==> src/hdl/pfc_pkg.sv <==
/*
  Package for the port function configuration block: register offsets,
  reset values, field positions and sizes.
  Assumes an APB slave with 32-bit data and word-aligned registers.
*/
package pfc_pkg;
  // ----------------------------------------------------------------
  // Sizes
  // ----------------------------------------------------------------
  localparam int NUM_PINS = 32;
  localparam int NUM_IRQ = 6;
  localparam int SEL_W = 5;

  // ----------------------------------------------------------------
  // Register offsets (byte addresses)
  // ----------------------------------------------------------------
  localparam logic [11:0] OFS_ANALOG = 12'h000;
  localparam logic [11:0] OFS_DIR = 12'h004;
  localparam logic [11:0] OFS_LATCH = 12'h008;
  localparam logic [11:0] OFS_OPEN_DRAIN = 12'h00C;
  localparam logic [11:0] OFS_PIN_LEVEL = 12'h010;
  localparam logic [11:0] OFS_LCD_MODE = 12'h014;
  localparam logic [11:0] OFS_LCD_INPUT = 12'h018;
  localparam logic [11:0] OFS_DEBUG_STOP = 12'h01C;
  localparam logic [11:0] OFS_RESET_MASK = 12'h020;
  localparam logic [11:0] OFS_RISE = 12'h024;
  localparam logic [11:0] OFS_FALL = 12'h028;
  localparam logic [11:0] OFS_IRQ_STATUS = 12'h02C;
  localparam logic [11:0] OFS_IRQ_MASK = 12'h030;
  localparam logic [11:0] OFS_SEL_BASE = 12'h040;

  // ----------------------------------------------------------------
  // Reset values
  // ----------------------------------------------------------------
  localparam logic [31:0] RST_ANALOG = 32'h0000_00FF;
  localparam logic [31:0] RST_DIR = 32'hFFFF_FFFF;
  localparam logic [31:0] RST_ZERO = 32'h0000_0000;

  // ----------------------------------------------------------------
  // Field positions
  // ----------------------------------------------------------------
  localparam int BIT_SWD_DISABLE = 0;
  localparam int BIT_RESET_MASK = 0;
  localparam int BIT_CAP_SCHMITT = 0;
  localparam int BIT_LCD_SCHMITT = 1;
  localparam int PIN_SWDIO = 13;
  localparam int PIN_SWCLK = 14;
  localparam int PIN_RESET = 16;
  localparam int PIN_MAIN_OSC0 = 17;
  localparam int PIN_MAIN_OSC1 = 18;
  localparam int PIN_SUB_OSC0 = 19;
  localparam int PIN_SUB_OSC1 = 20;
  localparam int PIN_CAP0 = 8;
  localparam int PIN_CAP1 = 9;
  localparam int PIN_LCD0 = 10;
  localparam int PIN_LCD3 = 12;
  localparam int PIN_LCD_IN0 = 21;
endpackage

==> src/hdl/pfc_edge_detect.sv <==
/*
  One external-interrupt channel: pin selection and edge detection.
  Assumes the gated pin levels are synchronous to pclk.
*/
`timescale 1ns/1ns
module pfc_edge_detect #(
  parameter int NPINS = 32,
  parameter int SW = 5
) (
  // Clock and reset
  input wire logic pclk,
  input wire logic presetn,
  input wire logic clk_en,
  // Pin levels and configuration
  input wire logic [NPINS-1:0] pin_in,
  input wire logic [SW-1:0] ext_irq_pin_select,
  input wire logic rise_en,
  input wire logic fall_en,
  // Event
  output logic edge_event
);
  logic prev;
  logic cur;

  // Selected pin level
  assign cur = pin_in[ext_irq_pin_select];

  // Previous level of the selected pin
  always_ff @(posedge pclk or negedge presetn) begin
    if (!presetn) begin
      prev <= 1'b0;
    end else if (clk_en) begin
      prev <= cur;
    end
  end

  // Edge pulse by enable
  assign edge_event = clk_en & ((rise_en & cur & ~prev) | (fall_en & ~cur & prev));
endmodule

==> src/hdl/pfc_top.sv <==
/*
  Port function configuration: analog/digital select, direction, output
  latch, debug/reset/oscillator masking, LCD assignment, input gating and
  six external-interrupt channels, behind an APB slave.
  Assumes pin inputs synchronous to pclk and pads outside resolving enables.
*/
// Added by the designer: the register addresses and register access over APB.
`timescale 1ns/1ns
module pfc_top #(
  parameter int NPINS = pfc_pkg::NUM_PINS,
  parameter int NIRQ = pfc_pkg::NUM_IRQ
) (
  // Clock, reset, enable
  input wire logic pclk,
  input wire logic presetn,
  input wire logic clk_en,
  // APB slave
  input wire logic psel,
  input wire logic penable,
  input wire logic pwrite,
  input wire logic [11:0] paddr,
  input wire logic [31:0] pwdata,
  output logic [31:0] prdata,
  output logic pready,
  output logic pslverr,
  // Pins
  input wire logic [NPINS-1:0] pin_in,
  output logic [NPINS-1:0] pin_out,
  output logic [NPINS-1:0] pin_oe,
  output logic [NPINS-1:0] pin_pullup,
  output logic [NPINS-1:0] pin_analog,
  output logic [NPINS-1:0] pin_lcd,
  // Clock-generator status
  input wire logic main_crystal_osc_on,
  input wire logic main_ext_clk_on,
  input wire logic sub_crystal_osc_on,
  input wire logic sub_ext_clk_on,
  // System outputs
  output logic ext_reset_n,
  output logic swd_enable,
  output logic [NIRQ-1:0] ext_irq_event,
  output logic irq
);
  // ----------------------------------------------------------------
  // Registers
  // ----------------------------------------------------------------
  logic [NPINS-1:0] pin_analog_select;
  logic [NPINS-1:0] pin_direction;
  logic [NPINS-1:0] out_latch;
  logic [NPINS-1:0] open_drain;
  logic [NPINS-1:0] lcd_segment_port_mode;
  logic [1:0] lcd_pin_input_control;
  logic serial_debug_disable;
  logic reset_pin_mask;
  logic [NIRQ-1:0] rising_edge_enable_reg;
  logic [NIRQ-1:0] falling_edge_enable_reg;
  logic [NIRQ-1:0] irq_status;
  logic [NIRQ-1:0] irq_mask;
  logic [pfc_pkg::SEL_W-1:0] ext_irq_pin_select [NIRQ];
  logic [NPINS-1:0] pin_level;

  // ----------------------------------------------------------------
  // Bus decode
  // ----------------------------------------------------------------
  logic wr;
  logic rd;
  logic sel_hit;
  logic mapped;
  logic [NPINS-1:0] in_ok;
  logic [NPINS-1:0] gpio_ok;
  logic [NPINS-1:0] gated_in;
  logic [NIRQ-1:0] edge_ev;
  logic [31:0] next_rdata;

  // Write and read strobes in the access phase
  assign wr = psel & penable & pwrite & clk_en;
  assign rd = psel & penable & ~pwrite & clk_en;
  assign pready = 1'b1;
  assign sel_hit = (paddr >= pfc_pkg::OFS_SEL_BASE) &&
                   (paddr < pfc_pkg::OFS_SEL_BASE + 12'(4 * NIRQ));

  // Address match helper
  function automatic logic hit(input logic [11:0] a, input logic [11:0] ofs);
    hit = (a[11:2] == ofs[11:2]);
  endfunction

  // Config registers writable by software
  always_ff @(posedge pclk or negedge presetn) begin
    if (!presetn) begin
      pin_analog_select <= NPINS'(pfc_pkg::RST_ANALOG);
      pin_direction <= NPINS'(pfc_pkg::RST_DIR);
      out_latch <= NPINS'(pfc_pkg::RST_ZERO);
      open_drain <= NPINS'(pfc_pkg::RST_ZERO);
      lcd_segment_port_mode <= NPINS'(pfc_pkg::RST_ZERO);
      lcd_pin_input_control <= 2'h0;
      serial_debug_disable <= 1'b0;
      reset_pin_mask <= 1'b0;
      rising_edge_enable_reg <= NIRQ'(pfc_pkg::RST_ZERO);
      falling_edge_enable_reg <= NIRQ'(pfc_pkg::RST_ZERO);
      irq_mask <= NIRQ'(pfc_pkg::RST_ZERO);
    end else if (wr) begin
      if (hit(paddr, pfc_pkg::OFS_ANALOG)) pin_analog_select <= pwdata[NPINS-1:0];
      if (hit(paddr, pfc_pkg::OFS_DIR)) pin_direction <= pwdata[NPINS-1:0];
      if (hit(paddr, pfc_pkg::OFS_LATCH)) out_latch <= pwdata[NPINS-1:0];
      if (hit(paddr, pfc_pkg::OFS_OPEN_DRAIN)) open_drain <= pwdata[NPINS-1:0];
      if (hit(paddr, pfc_pkg::OFS_LCD_MODE)) lcd_segment_port_mode <= pwdata[NPINS-1:0];
      if (hit(paddr, pfc_pkg::OFS_LCD_INPUT)) lcd_pin_input_control <= pwdata[1:0];
      if (hit(paddr, pfc_pkg::OFS_DEBUG_STOP)) begin
        serial_debug_disable <= pwdata[pfc_pkg::BIT_SWD_DISABLE];
      end
      if (hit(paddr, pfc_pkg::OFS_RESET_MASK)) begin
        reset_pin_mask <= pwdata[pfc_pkg::BIT_RESET_MASK];
      end
      if (hit(paddr, pfc_pkg::OFS_RISE)) rising_edge_enable_reg <= pwdata[NIRQ-1:0];
      if (hit(paddr, pfc_pkg::OFS_FALL)) falling_edge_enable_reg <= pwdata[NIRQ-1:0];
      if (hit(paddr, pfc_pkg::OFS_IRQ_MASK)) irq_mask <= pwdata[NIRQ-1:0];
    end
  end

  // Per-channel pin select registers
  always_ff @(posedge pclk or negedge presetn) begin
    if (!presetn) begin
      for (int i = 0; i < NIRQ; i++) ext_irq_pin_select[i] <= '0;
    end else if (wr && sel_hit) begin
      ext_irq_pin_select[paddr[4:2]] <= pwdata[pfc_pkg::SEL_W-1:0];
    end
  end

  // ----------------------------------------------------------------
  // Pin function
  // ----------------------------------------------------------------
  // Pins that may act as GPIO given debug, reset and oscillator states
  always_comb begin
    gpio_ok = '1;
    gpio_ok[pfc_pkg::PIN_SWDIO] = serial_debug_disable;
    gpio_ok[pfc_pkg::PIN_SWCLK] = serial_debug_disable;
    gpio_ok[pfc_pkg::PIN_RESET] = reset_pin_mask;
    gpio_ok[pfc_pkg::PIN_MAIN_OSC0] = ~(main_crystal_osc_on | main_ext_clk_on);
    gpio_ok[pfc_pkg::PIN_MAIN_OSC1] = ~(main_crystal_osc_on | main_ext_clk_on);
    gpio_ok[pfc_pkg::PIN_SUB_OSC0] = ~(sub_crystal_osc_on | sub_ext_clk_on);
    gpio_ok[pfc_pkg::PIN_SUB_OSC1] = ~(sub_crystal_osc_on | sub_ext_clk_on);
  end

  // Input buffer enables, LCD-shared pins gated by Schmitt bits
  always_comb begin
    in_ok = '1;
    in_ok[pfc_pkg::PIN_CAP0] = lcd_pin_input_control[pfc_pkg::BIT_CAP_SCHMITT];
    in_ok[pfc_pkg::PIN_CAP1] = lcd_pin_input_control[pfc_pkg::BIT_CAP_SCHMITT];
    for (int k = pfc_pkg::PIN_LCD0; k <= pfc_pkg::PIN_LCD3; k++) begin
      in_ok[k] = lcd_pin_input_control[pfc_pkg::BIT_LCD_SCHMITT];
    end
    in_ok[pfc_pkg::PIN_LCD_IN0] = lcd_pin_input_control[pfc_pkg::BIT_LCD_SCHMITT];
  end

  // Gated digital input
  assign gated_in = pin_in & ~pin_analog_select & in_ok & gpio_ok;
  assign pin_analog = pin_analog_select;
  assign pin_lcd = ~pin_analog_select & lcd_segment_port_mode;

  // Output drivers, registered
  always_ff @(posedge pclk or negedge presetn) begin
    if (!presetn) begin
      pin_out <= '0;
      pin_oe <= '0;
      pin_pullup <= '0;
      pin_level <= '0;
    end else if (clk_en) begin
      for (int p = 0; p < NPINS; p++) begin
        pin_out[p] <= out_latch[p];
        pin_oe[p] <= gpio_ok[p] & ~pin_analog_select[p] & ~pin_direction[p] &
                     ~pin_lcd[p] & (~open_drain[p] | ~out_latch[p]);
      end
      pin_pullup <= '0;
      pin_pullup[pfc_pkg::PIN_SWDIO] <= ~serial_debug_disable;
      pin_pullup[pfc_pkg::PIN_SWCLK] <= ~serial_debug_disable;
      pin_level <= gated_in & pin_direction;
    end
  end

  // Reset and debug function outputs
  always_ff @(posedge pclk or negedge presetn) begin
    if (!presetn) begin
      ext_reset_n <= 1'b1;
      swd_enable <= 1'b1;
    end else if (clk_en) begin
      ext_reset_n <= reset_pin_mask | pin_in[pfc_pkg::PIN_RESET];
      swd_enable <= ~serial_debug_disable;
    end
  end

  // ----------------------------------------------------------------
  // External interrupt channels
  // ----------------------------------------------------------------
  for (genvar c = 0; c < NIRQ; c++) begin : g_ch
    pfc_edge_detect #(
      .NPINS(NPINS),
      .SW(pfc_pkg::SEL_W)
    ) u_edge (
      .pclk(pclk),
      .presetn(presetn),
      .clk_en(clk_en),
      .pin_in(gated_in),
      .ext_irq_pin_select(ext_irq_pin_select[c]),
      .rise_en(rising_edge_enable_reg[c]),
      .fall_en(falling_edge_enable_reg[c]),
      .edge_event(edge_ev[c])
    );
  end

  // Sticky status; set wins over write-one-to-clear
  always_ff @(posedge pclk or negedge presetn) begin
    if (!presetn) begin
      irq_status <= '0;
    end else if (clk_en) begin
      if (wr && hit(paddr, pfc_pkg::OFS_IRQ_STATUS)) begin
        irq_status <= (irq_status & ~pwdata[NIRQ-1:0]) | edge_ev;
      end else begin
        irq_status <= irq_status | edge_ev;
      end
    end
  end

  assign ext_irq_event = edge_ev;
  assign irq = |(irq_status & irq_mask);

  // ----------------------------------------------------------------
  // Read path
  // ----------------------------------------------------------------
  // Read mux
  always_comb begin
    next_rdata = '0;
    mapped = 1'b1;
    if (sel_hit) next_rdata[pfc_pkg::SEL_W-1:0] = ext_irq_pin_select[paddr[4:2]];
    else if (hit(paddr, pfc_pkg::OFS_ANALOG)) next_rdata[NPINS-1:0] = pin_analog_select;
    else if (hit(paddr, pfc_pkg::OFS_DIR)) next_rdata[NPINS-1:0] = pin_direction;
    else if (hit(paddr, pfc_pkg::OFS_LATCH)) next_rdata[NPINS-1:0] = out_latch;
    else if (hit(paddr, pfc_pkg::OFS_OPEN_DRAIN)) next_rdata[NPINS-1:0] = open_drain;
    else if (hit(paddr, pfc_pkg::OFS_PIN_LEVEL)) next_rdata[NPINS-1:0] = pin_level;
    else if (hit(paddr, pfc_pkg::OFS_LCD_MODE)) next_rdata[NPINS-1:0] = lcd_segment_port_mode;
    else if (hit(paddr, pfc_pkg::OFS_LCD_INPUT)) next_rdata[1:0] = lcd_pin_input_control;
    else if (hit(paddr, pfc_pkg::OFS_DEBUG_STOP)) next_rdata[0] = serial_debug_disable;
    else if (hit(paddr, pfc_pkg::OFS_RESET_MASK)) next_rdata[0] = reset_pin_mask;
    else if (hit(paddr, pfc_pkg::OFS_RISE)) next_rdata[NIRQ-1:0] = rising_edge_enable_reg;
    else if (hit(paddr, pfc_pkg::OFS_FALL)) next_rdata[NIRQ-1:0] = falling_edge_enable_reg;
    else if (hit(paddr, pfc_pkg::OFS_IRQ_STATUS)) next_rdata[NIRQ-1:0] = irq_status;
    else if (hit(paddr, pfc_pkg::OFS_IRQ_MASK)) next_rdata[NIRQ-1:0] = irq_mask;
    else mapped = 1'b0;
  end

  assign prdata = rd ? next_rdata : '0;
  assign pslverr = psel & penable & ~mapped;
endmodule

==> config.mk <==
export PLATFORM = sky130hd
export DESIGN_NAME = pfc_top
export DESIGN_NICKNAME = d
export VERILOG_FILES = /design/src/hdl/pfc_pkg.sv /design/src/hdl/pfc_edge_detect.sv /design/src/hdl/pfc_top.sv
export SDC_FILE = /design/constraint.sdc
export NUM_CORES = 1
export LEC_CHECK = 0
export BUFFER_PORTS_ARGS = -buffer_cell sky130_fd_sc_hd__buf_2
export CORE_ASPECT_RATIO = 0.6
export CORE_MARGIN = 2
export CORE_UTILIZATION = 35
export CTS_BUF_LIST = sky130_fd_sc_hd__clkbuf_8
export CTS_CLUSTER_DIAMETER = 40
export CTS_CLUSTER_SIZE = 30
export DETAILED_ROUTE_END_ITERATION = 8
export SYNTH_ARGS = -nofsm -noshare
export SYNTH_HDL_FRONTEND = slang
export SYNTH_SLANG_ARGS = --single-unit
==> constraint.sdc <==
create_clock -name pclk -period 2.4 [get_ports pclk]
set_input_delay 0 -clock pclk [delete_from_list [all_inputs] [get_ports pclk]]
set_output_delay 0 -clock pclk [all_outputs]
set_load 0.02 [all_outputs]
==> results of run 1 <==
-- cells by family (layout without fill, tap and decap cells) --
family | after synthesis | after routing | share of synthesized area
muxes | 385 | 385 | 0.274
and+or+nand+nor | 341 | 341 | 0.107
DFF | 323 | 323 | 0.463
AOI/OAI and AO/OA | 267 | 267 | 0.104
buffers and inverters | 192 | 677 | 0.0517
other | 2 | 31 | 0.000427
-- cell usage in the layout (no fill, tap or decap), drive strengths merged, types with 10 or more instances in the layout --
cell | synthesis | layout
buf | 79 | 465
mux2 | 293 | 293
dfrtp | 281 | 281
nand2 | 92 | 92
inv | 60 | 76
dlygate4sd3 | 0 | 74
nor2 | 52 | 52
o21ai | 51 | 51
clkbuf | 52 | 47
mux2i | 46 | 46
mux4 | 46 | 46
a21oi | 46 | 46
dfstp | 42 | 42
nor2b | 39 | 39
nand3 | 33 | 33
conb | 2 | 31
a22oi | 31 | 31
o22ai | 30 | 30
a2111oi | 27 | 27
nand2b | 25 | 25
nor3 | 20 | 20
a221oi | 10 | 10
a31oi | 10 | 10
nand3b | 10 | 10
or3 | 10 | 10
-- worst max-delay path by stage --
| stage | startpoint | endpoint | slack [ns] | cells after the start |
|---|---|---|---|---|
| detailed placement | pin_analog[5] | ext_irq_event[4] | -0.25 | 8 |
| global placement | ext_irq_pin_select[5] | ext_irq_event[4] | -0.24 | 7 |
| floorplan | pin_analog[19] | ext_irq_event[4] | 0.04 | 6 |
| CTS | pin_analog[19] | ext_irq_event[4] | -0.76 | 7 |
| global route | pin_analog[19] | ext_irq_event[4] | -0.83 | 7 |
| finish | ext_irq_pin_select[5] | ext_irq_event[4] | -0.75 | 7 |
-- through the flow --
step	setup TNS (ns)	area [µm²]	cells	hold WS, ns
2_1_floorplan	0	17700	1539	-0.296
3_3_place_gp	-1.47	20900	2507	0.0149
3_5_place_dp	-1.84	20900	2507	0.0181
4_1_cts	-4.99	23000	2667	0.00338
5_1_grt	-6.26	23200	2674	0.0252
6_report	-4.66	23200	2674	0.0343
-- final cells by class --
| cell class | instances | area share |
|---|---|---|
| tap | 650 | 0.0351 |
| multi-input combinational | 1024 | 0.388 |
| clock buffer | 46 | 0.0273 |
| inverter | 61 | 0.00999 |
| clock inverter | 30 | 0.0153 |
| timing repair buffer | 540 | 0.172 |
| sequential | 323 | 0.352 |
-- cell usage after synthesis (12+ instances only) --
cell | count | share of area
a2111oi_0 | 27 | 0.013
a21oi_1 | 46 | 0.013
a22oi_1 | 31 | 0.013
buf_1 | 14 | 0.0030
buf_2 | 22 | 0.0063
buf_4 | 43 | 0.018
clkbuf_1 | 52 | 0.011
dfrtp_1 | 281 | 0.40
dfstp_2 | 42 | 0.063
inv_1 | 60 | 0.013
mux2_2 | 289 | 0.19
mux2i_1 | 46 | 0.026
mux4_2 | 41 | 0.053
nand2_1 | 92 | 0.020
nand2b_1 | 25 | 0.0089
nand3_1 | 33 | 0.0094
nor2_1 | 51 | 0.011
nor2b_1 | 39 | 0.014
nor3_1 | 12 | 0.0034
o21ai_0 | 51 | 0.015
o22ai_1 | 30 | 0.011
-- power by group through the flow --
stage | Clock [mW] | Combinational, mW | Sequential (mW)
6_report | 4.85 | 1.12 | 5.51
5_1_grt | 5.18 | 1.19 | 5.51
4_1_cts | 4.95 | 1.09 | 5.51
3_5_place_dp | 0 | 0.964 | 5.61
3_3_place_gp | 0 | 0.954 | 5.61
2_1_floorplan | 0 | 0.425 | 5.62
-- critical path: cells and delay by family (launching register included) --
family / cells / cell delay (ns)
buf+inv: 2 / 0.24
mux: 2 / 0.87
simple gates: 1 / 0.56
flops: 1 / 0.53
compound gates: 2 / 0.34
-- routing by layer --
metal  GRT usage  routed length, µm
met5           0                  0
met4      0.0587               1390
met3      0.0617               7300
met2       0.381              29400
met1       0.401              31700
-- what timing repair did --
item / CTS / global route
pin swaps: 17 / 7
hold buffers: 75 / 0
setup endpoints to repair: 22 / 23
gates resized for setup: 99 / 29
buffers inserted: 12 / 9
endpoints found under the hold margin: 507 / 0
==> reports/results.tsv, run 1 <==
metric	value	unit
status	complete, but fails checks	
failing checks	setup timing	
DR WL/cell	26.1	µm
clock power share	0.423	
# rows	63	
Filler Cells Inserted	4593	
fin crit share	1.31	
Pins Over Slew Limit	0	
clock buffer depth	3	
Worst setup SP type	register	
sequential share of power	0.480	
Crit Path Class	reg -> out	
GRT Total Usage	0.265	
CTS H-Tree Depth	2	
pre-CTS WS	-0.246	ns
leak pwr	10.6	nW
worst r2r src	pin_analog[19]	
hold endpoint	irq_status[0]	
IO buf count	255	
clk_skew	0.0526	ns
GPL Wtd Cong	0.963	
antenna violations before repair	1	
routed vias	15300	
die height	178	µm
Power Total	11.5	mW
Yosys cell types	71	
Post-synth EDFFs	0	
Combinational Power Share	0.097	
Via-to-Cell Ratio	5.73	
Primary FF master, synth	dfrtp_1	
Sw Share	0.287	
CP Capture Type	output pin	
WP data arrival	3.15	ns
max-cap violations	0	
CP required	2.40	ns
worst reg2reg path endpoint	irq_status[1]	
Worst Min Path Start	paddr[2]	
Tightest Pin Transition	0.989	ns
CTS Sinks	323	
Syn Area/Cell	11.6	µm²
Final Hold Viols	0	
clock slew at reported path FFs	0.08	ns
vias in the first global route	15000	
pwr dens	495	nW/µm²
nets	2077	
total CTS buffers	41	
CTS tree	done	
Die Width	293	µm
first-pass GRT wire length	102	mm
Routed WL	69.8	mm
Core Area	49500	µm²
Register Area	8150	µm²
DRC violations left	0	
setup ws final	-0.755	ns
ys async rst share	1.00	
VDD IR max	0.000319	V
Clk Latency, worst-skew pair	0.63	ns
Starting Density	0.355	
largest net degree at the start of global routing	75	
Worst slew margin	0.341	
Synth Cell Area	17600	µm²
worst path cell trace	mux4_2 -> mux2_2 -> o211a_1 -> or4_4 -> o21ai_2 -> buf_4 -> buf_6	
area occupied by multi-input gates	8990	µm²
final setup violation count	17	
worst hold stages	3	
synth warn	0	
Synth-to-Final Area Change	31.8	%
Yosys reg bits	323	
fin util	0.468	
Post-Syn Instances	1510	
die area	52100	µm²
NetSw	3.29	mW
Ports	289	
gr ovfl total	0	
RSZ-0062 raised after global routing	true	
post-detail-place hpwl	50.8	mm
antenna diode count	0	
CP max stage delay	0.56	ns
first-pass detailed-route iteration total	6	
Iteration-0 DRC Markers	1603	
Reg2Reg Setup Slack	-0.24	ns
sequential share of the synthesized area	0.463	
Highest Clock Rate	0.317	GHz
share of layout cells above drive strength 1	0.495	
Worst path slowest cell	or4_4	
Pint	8.18	mW
CP max FO	7	
Reg2Reg Depth	9	
Root Buffer	clkbuf_8	
fin crit period	3.15	ns
Min-Delay Path Class	in -> reg	
Routed Antenna Nets	0	
Power figures use the tool's default switching activity.
==> run 2: changes to the inputs <==
- ABC_AREA: not set -> 1
==> run 2 against run 1 <==
The run ends with hold timing, setup timing left. Die area shrank 0.76%. Synthesized area down 0.77%. Highest routed layer unchanged. Largest cell class is now sequential cells. Count of clock-buffer cells in the layout shrank 2.
==> reports/results.tsv, run 2 <==
metric	value	unit	change
leak pwr	10.3	nW	-2.4%
dominant cell type by area after synthesis	dfrtp_1		
Worst path slowest cell	dfstp_2		
CP max stage delay	0.55	ns	about the same
DR WL/cell	21.3	µm	-18%
Clk Latency, worst-skew pair	0.61	ns	-0.02 ns
GPL Wtd Cong	0.914		-5.1%
routed vias	18000		+18%
Synth top area share	0.403		+0.00310
fin crit share	1.04		-0.271
fin crit period	2.50	ns	-0.650 ns
worst r2r src	pin_analog[18]		
WP data arrival	2.50	ns	-0.65 ns
Routed Antenna Nets	0		unchanged
CP required	2.40	ns	about the same
IO buf count	255		unchanged
Syn Area/Cell	7.69	µm²	-34%
max-cap violations	0		unchanged
# rows	63		unchanged
gr ovfl total	0		unchanged
Fin Hold WS	-0.00398	ns	-0.0382 ns
pwr dens	512	nW/µm²	+3.3%
CTS Sinks	323		unchanged
clock slew at reported path FFs	0.08	ns	about the same
area occupied by multi-input gates	7990	µm²	-11%
Reg2Reg Setup Slack	0.12	ns	+0.36 ns
total CTS buffers	40		-2.4%
die area	51700	µm²	-0.76%
Primary FF master, synth	dfrtp_1		
Worst setup SP type	register		
Routed WL	71.0	mm	+1.6%
CTS H-Tree Depth	2		unchanged
Reg2Reg Depth	14		+5
Highest Clock Rate	0.399	GHz	+26%
Crit Path Class	reg -> out		
Post-Syn Instances	2268		+50%
Post-synth EDFFs	0		unchanged
share of layout cells above drive strength 1	0.245		-0.250
CP Capture Type	output pin		
clock buffer depth	3		unchanged
met3 wire len	6.45	mm	-12%
Via-to-Cell Ratio	5.41		-5.6%
Worst slew margin	0.314		-0.0270
Pins Over Slew Limit	0		unchanged
Filler Cells Inserted	4855		+5.7%
Yosys reg bits	323		unchanged
fin util	0.451		-0.0166
Setup TNS Final	-0.270	ns	+4.39 ns
worst reg2reg path endpoint	pin_oe[18]		
Tightest Pin Transition	1.03	ns	+0.0393 ns
Ports	289		unchanged
CP max FO	7		unchanged
sequential share of the synthesized area	0.466		+0.00359
count leader, synth	nand2_1		
Yosys cell types	49		-31%
GRT Total Usage	0.269		+0.00384
Min-Delay Path Class	in -> async		
highest routed layer	met4		
Root Buffer	clkbuf_8		
Die Width	292	µm	-0.38%
Starting Density	0.354		-0.00104
Crit. Startpoint	pin_analog[7]		
first-pass GRT wire length	106	mm	+3.5%
RSZ-0062 raised after global routing	true		
commonest non-fill, non-tap cells in the layout	nand2_1, o21ai_0, dfrtp_1		
synth cell count leaders	nand2_1, o21ai_0, dfrtp_1		
status	complete, but fails checks		
Core Area	49300	µm²	-0.48%
failing checks	hold timing, setup timing		
Synth-to-Final Area Change	27.5	%	
nets	2736		+32%
largest net degree at the start of global routing	87		+16%
setup ws final	-0.105	ns	+0.650 ns
first-pass detailed-route iteration total	9		+3
top post-synthesis cells by area	dfrtp_1, nand2_1, o21ai_0, dfstp_2, nand3_1		
DRC violations left	0		unchanged
clk_skew	0.0444	ns	-0.00825 ns
Register Area	8150	µm²	about the same
VDD IR max	0.000293	V	-8.3%
worst path cell trace	nor2_1 -> buf_6 -> o211ai_1 -> nand3_1 -> nand3_1 -> nand3b_1 -> nand3b_1 -> nand3_2 -> inv_2 -> buf_6		
commonest non-fill, non-tap cell in the layout	nand2_1		
met2 wire len	30.1	mm	+2.4%
ys async rst share	1.00		unchanged
antenna violations before repair	1		unchanged
synth warn	0		unchanged
final setup violation count	5		-12
die height	177	µm	-0.38%
crit path capture	ext_irq_event[1]		
Synth Cell Area	17400	µm²	-0.77%
post-detail-place hpwl	49.9	mm	-1.8%
Iteration-0 DRC Markers	2020		+26%
Final Hold Viols	7		+7
vias in the first global route	16600		+10%
CTS tree	done		
met1 wire length	32.9	mm	+3.7%
run 2: changes by cell type in the layout (fill, tap and decap cells not counted), moves of 27 or more:
cell,change
a21oi_1,+69
a22oi_1,-29
buf_4,-72
inv_1,+132
mux2_2,-282
mux2i_1,-45
mux4_2,-45
nand2_1,+485
nand3_1,+125
nand3_2,+27
nor2b_1,-39
o21ai_0,+267
o21ai_1,+55
run 2: worst min-delay path by stage:
stage                  from                        end  slack (ns)  cells past startpoint
global placement    presetn              out_latch[22]        0.04                      1
finish              presetn                pin_out[22]      -0.004                      2
detailed placement  presetn                pin_out[24]        0.05                      1
global route        presetn  lcd_segment_port_mode[24]        0.02                      2
floorplan           presetn      ext_irq_pin_select[0]       -0.30                      0
CTS                 presetn  lcd_segment_port_mode[14]       0.001                      2
run 2: through the flow:
step	setup slack, ns	hold WS (ns)	instance area (µm²)	std cells	power (mW)
4_1_cts	-0.0804	0.00101	21800	3311	11.4
2_1_floorplan	0.753	-0.296	17600	2297	6.12
5_1_grt	-0.237	0.0234	22200	3332	11.8
6_report	-0.105	-0.00398	22200	3332	11.4
3_3_place_gp	0.167	0.0400	19600	3122	6.54
3_5_place_dp	0.166	0.0479	19600	3122	6.55
run 2: report_power, final:
group / switching (mW) / total (mW) / internal, mW
registers: 0.0430 / 5.54 / 5.50
clock network: 2.30 / 4.79 / 2.49
logic: 0.715 / 1.05 / 0.331
run 2: critical path: cells and delay by family, from the launching register on:
kind	cells	cell delay, ns
AOI/OAI and AO/OA	1	0.19
buffers and inverters	3	0.35
DFF	1	0.55
and+or+nand+nor	6	0.79
run 2: metal layers:
metal | track usage | up-vias
met4 | 0.0657 | 0
met3 | 0.0487 | 101
met5 | 0 | -
met1 | 0.405 | 8769
li1 | - | 8295
met2 | 0.397 | 845
run 2: cells by family after synthesis:
family | after synthesis | synth area share
flops | 323 | 0.466
simple gates | 944 | 0.237
compound gates | 609 | 0.196
other cells | 2 | 0.000431
buf+inv | 390 | 0.100
run 2: what timing repair did:
action,CTS,global route
hold buffers,83,0
buffers inserted,33,22
endpoints found under the hold margin,498,0
pin swaps,13,42
endpoints found under the setup margin,6,8
gates resized for setup,61,95
run 2: area by class of cell:
type | count | share of cell area
antenna | 1 | 0.000113
multi-input combinational | 1584 | 0.359
tap | 650 | 0.0366
timing repair buffer | 475 | 0.155
sequential | 323 | 0.366
inverter | 226 | 0.0399
clock inverter | 29 | 0.0154
clock buffer | 44 | 0.0272
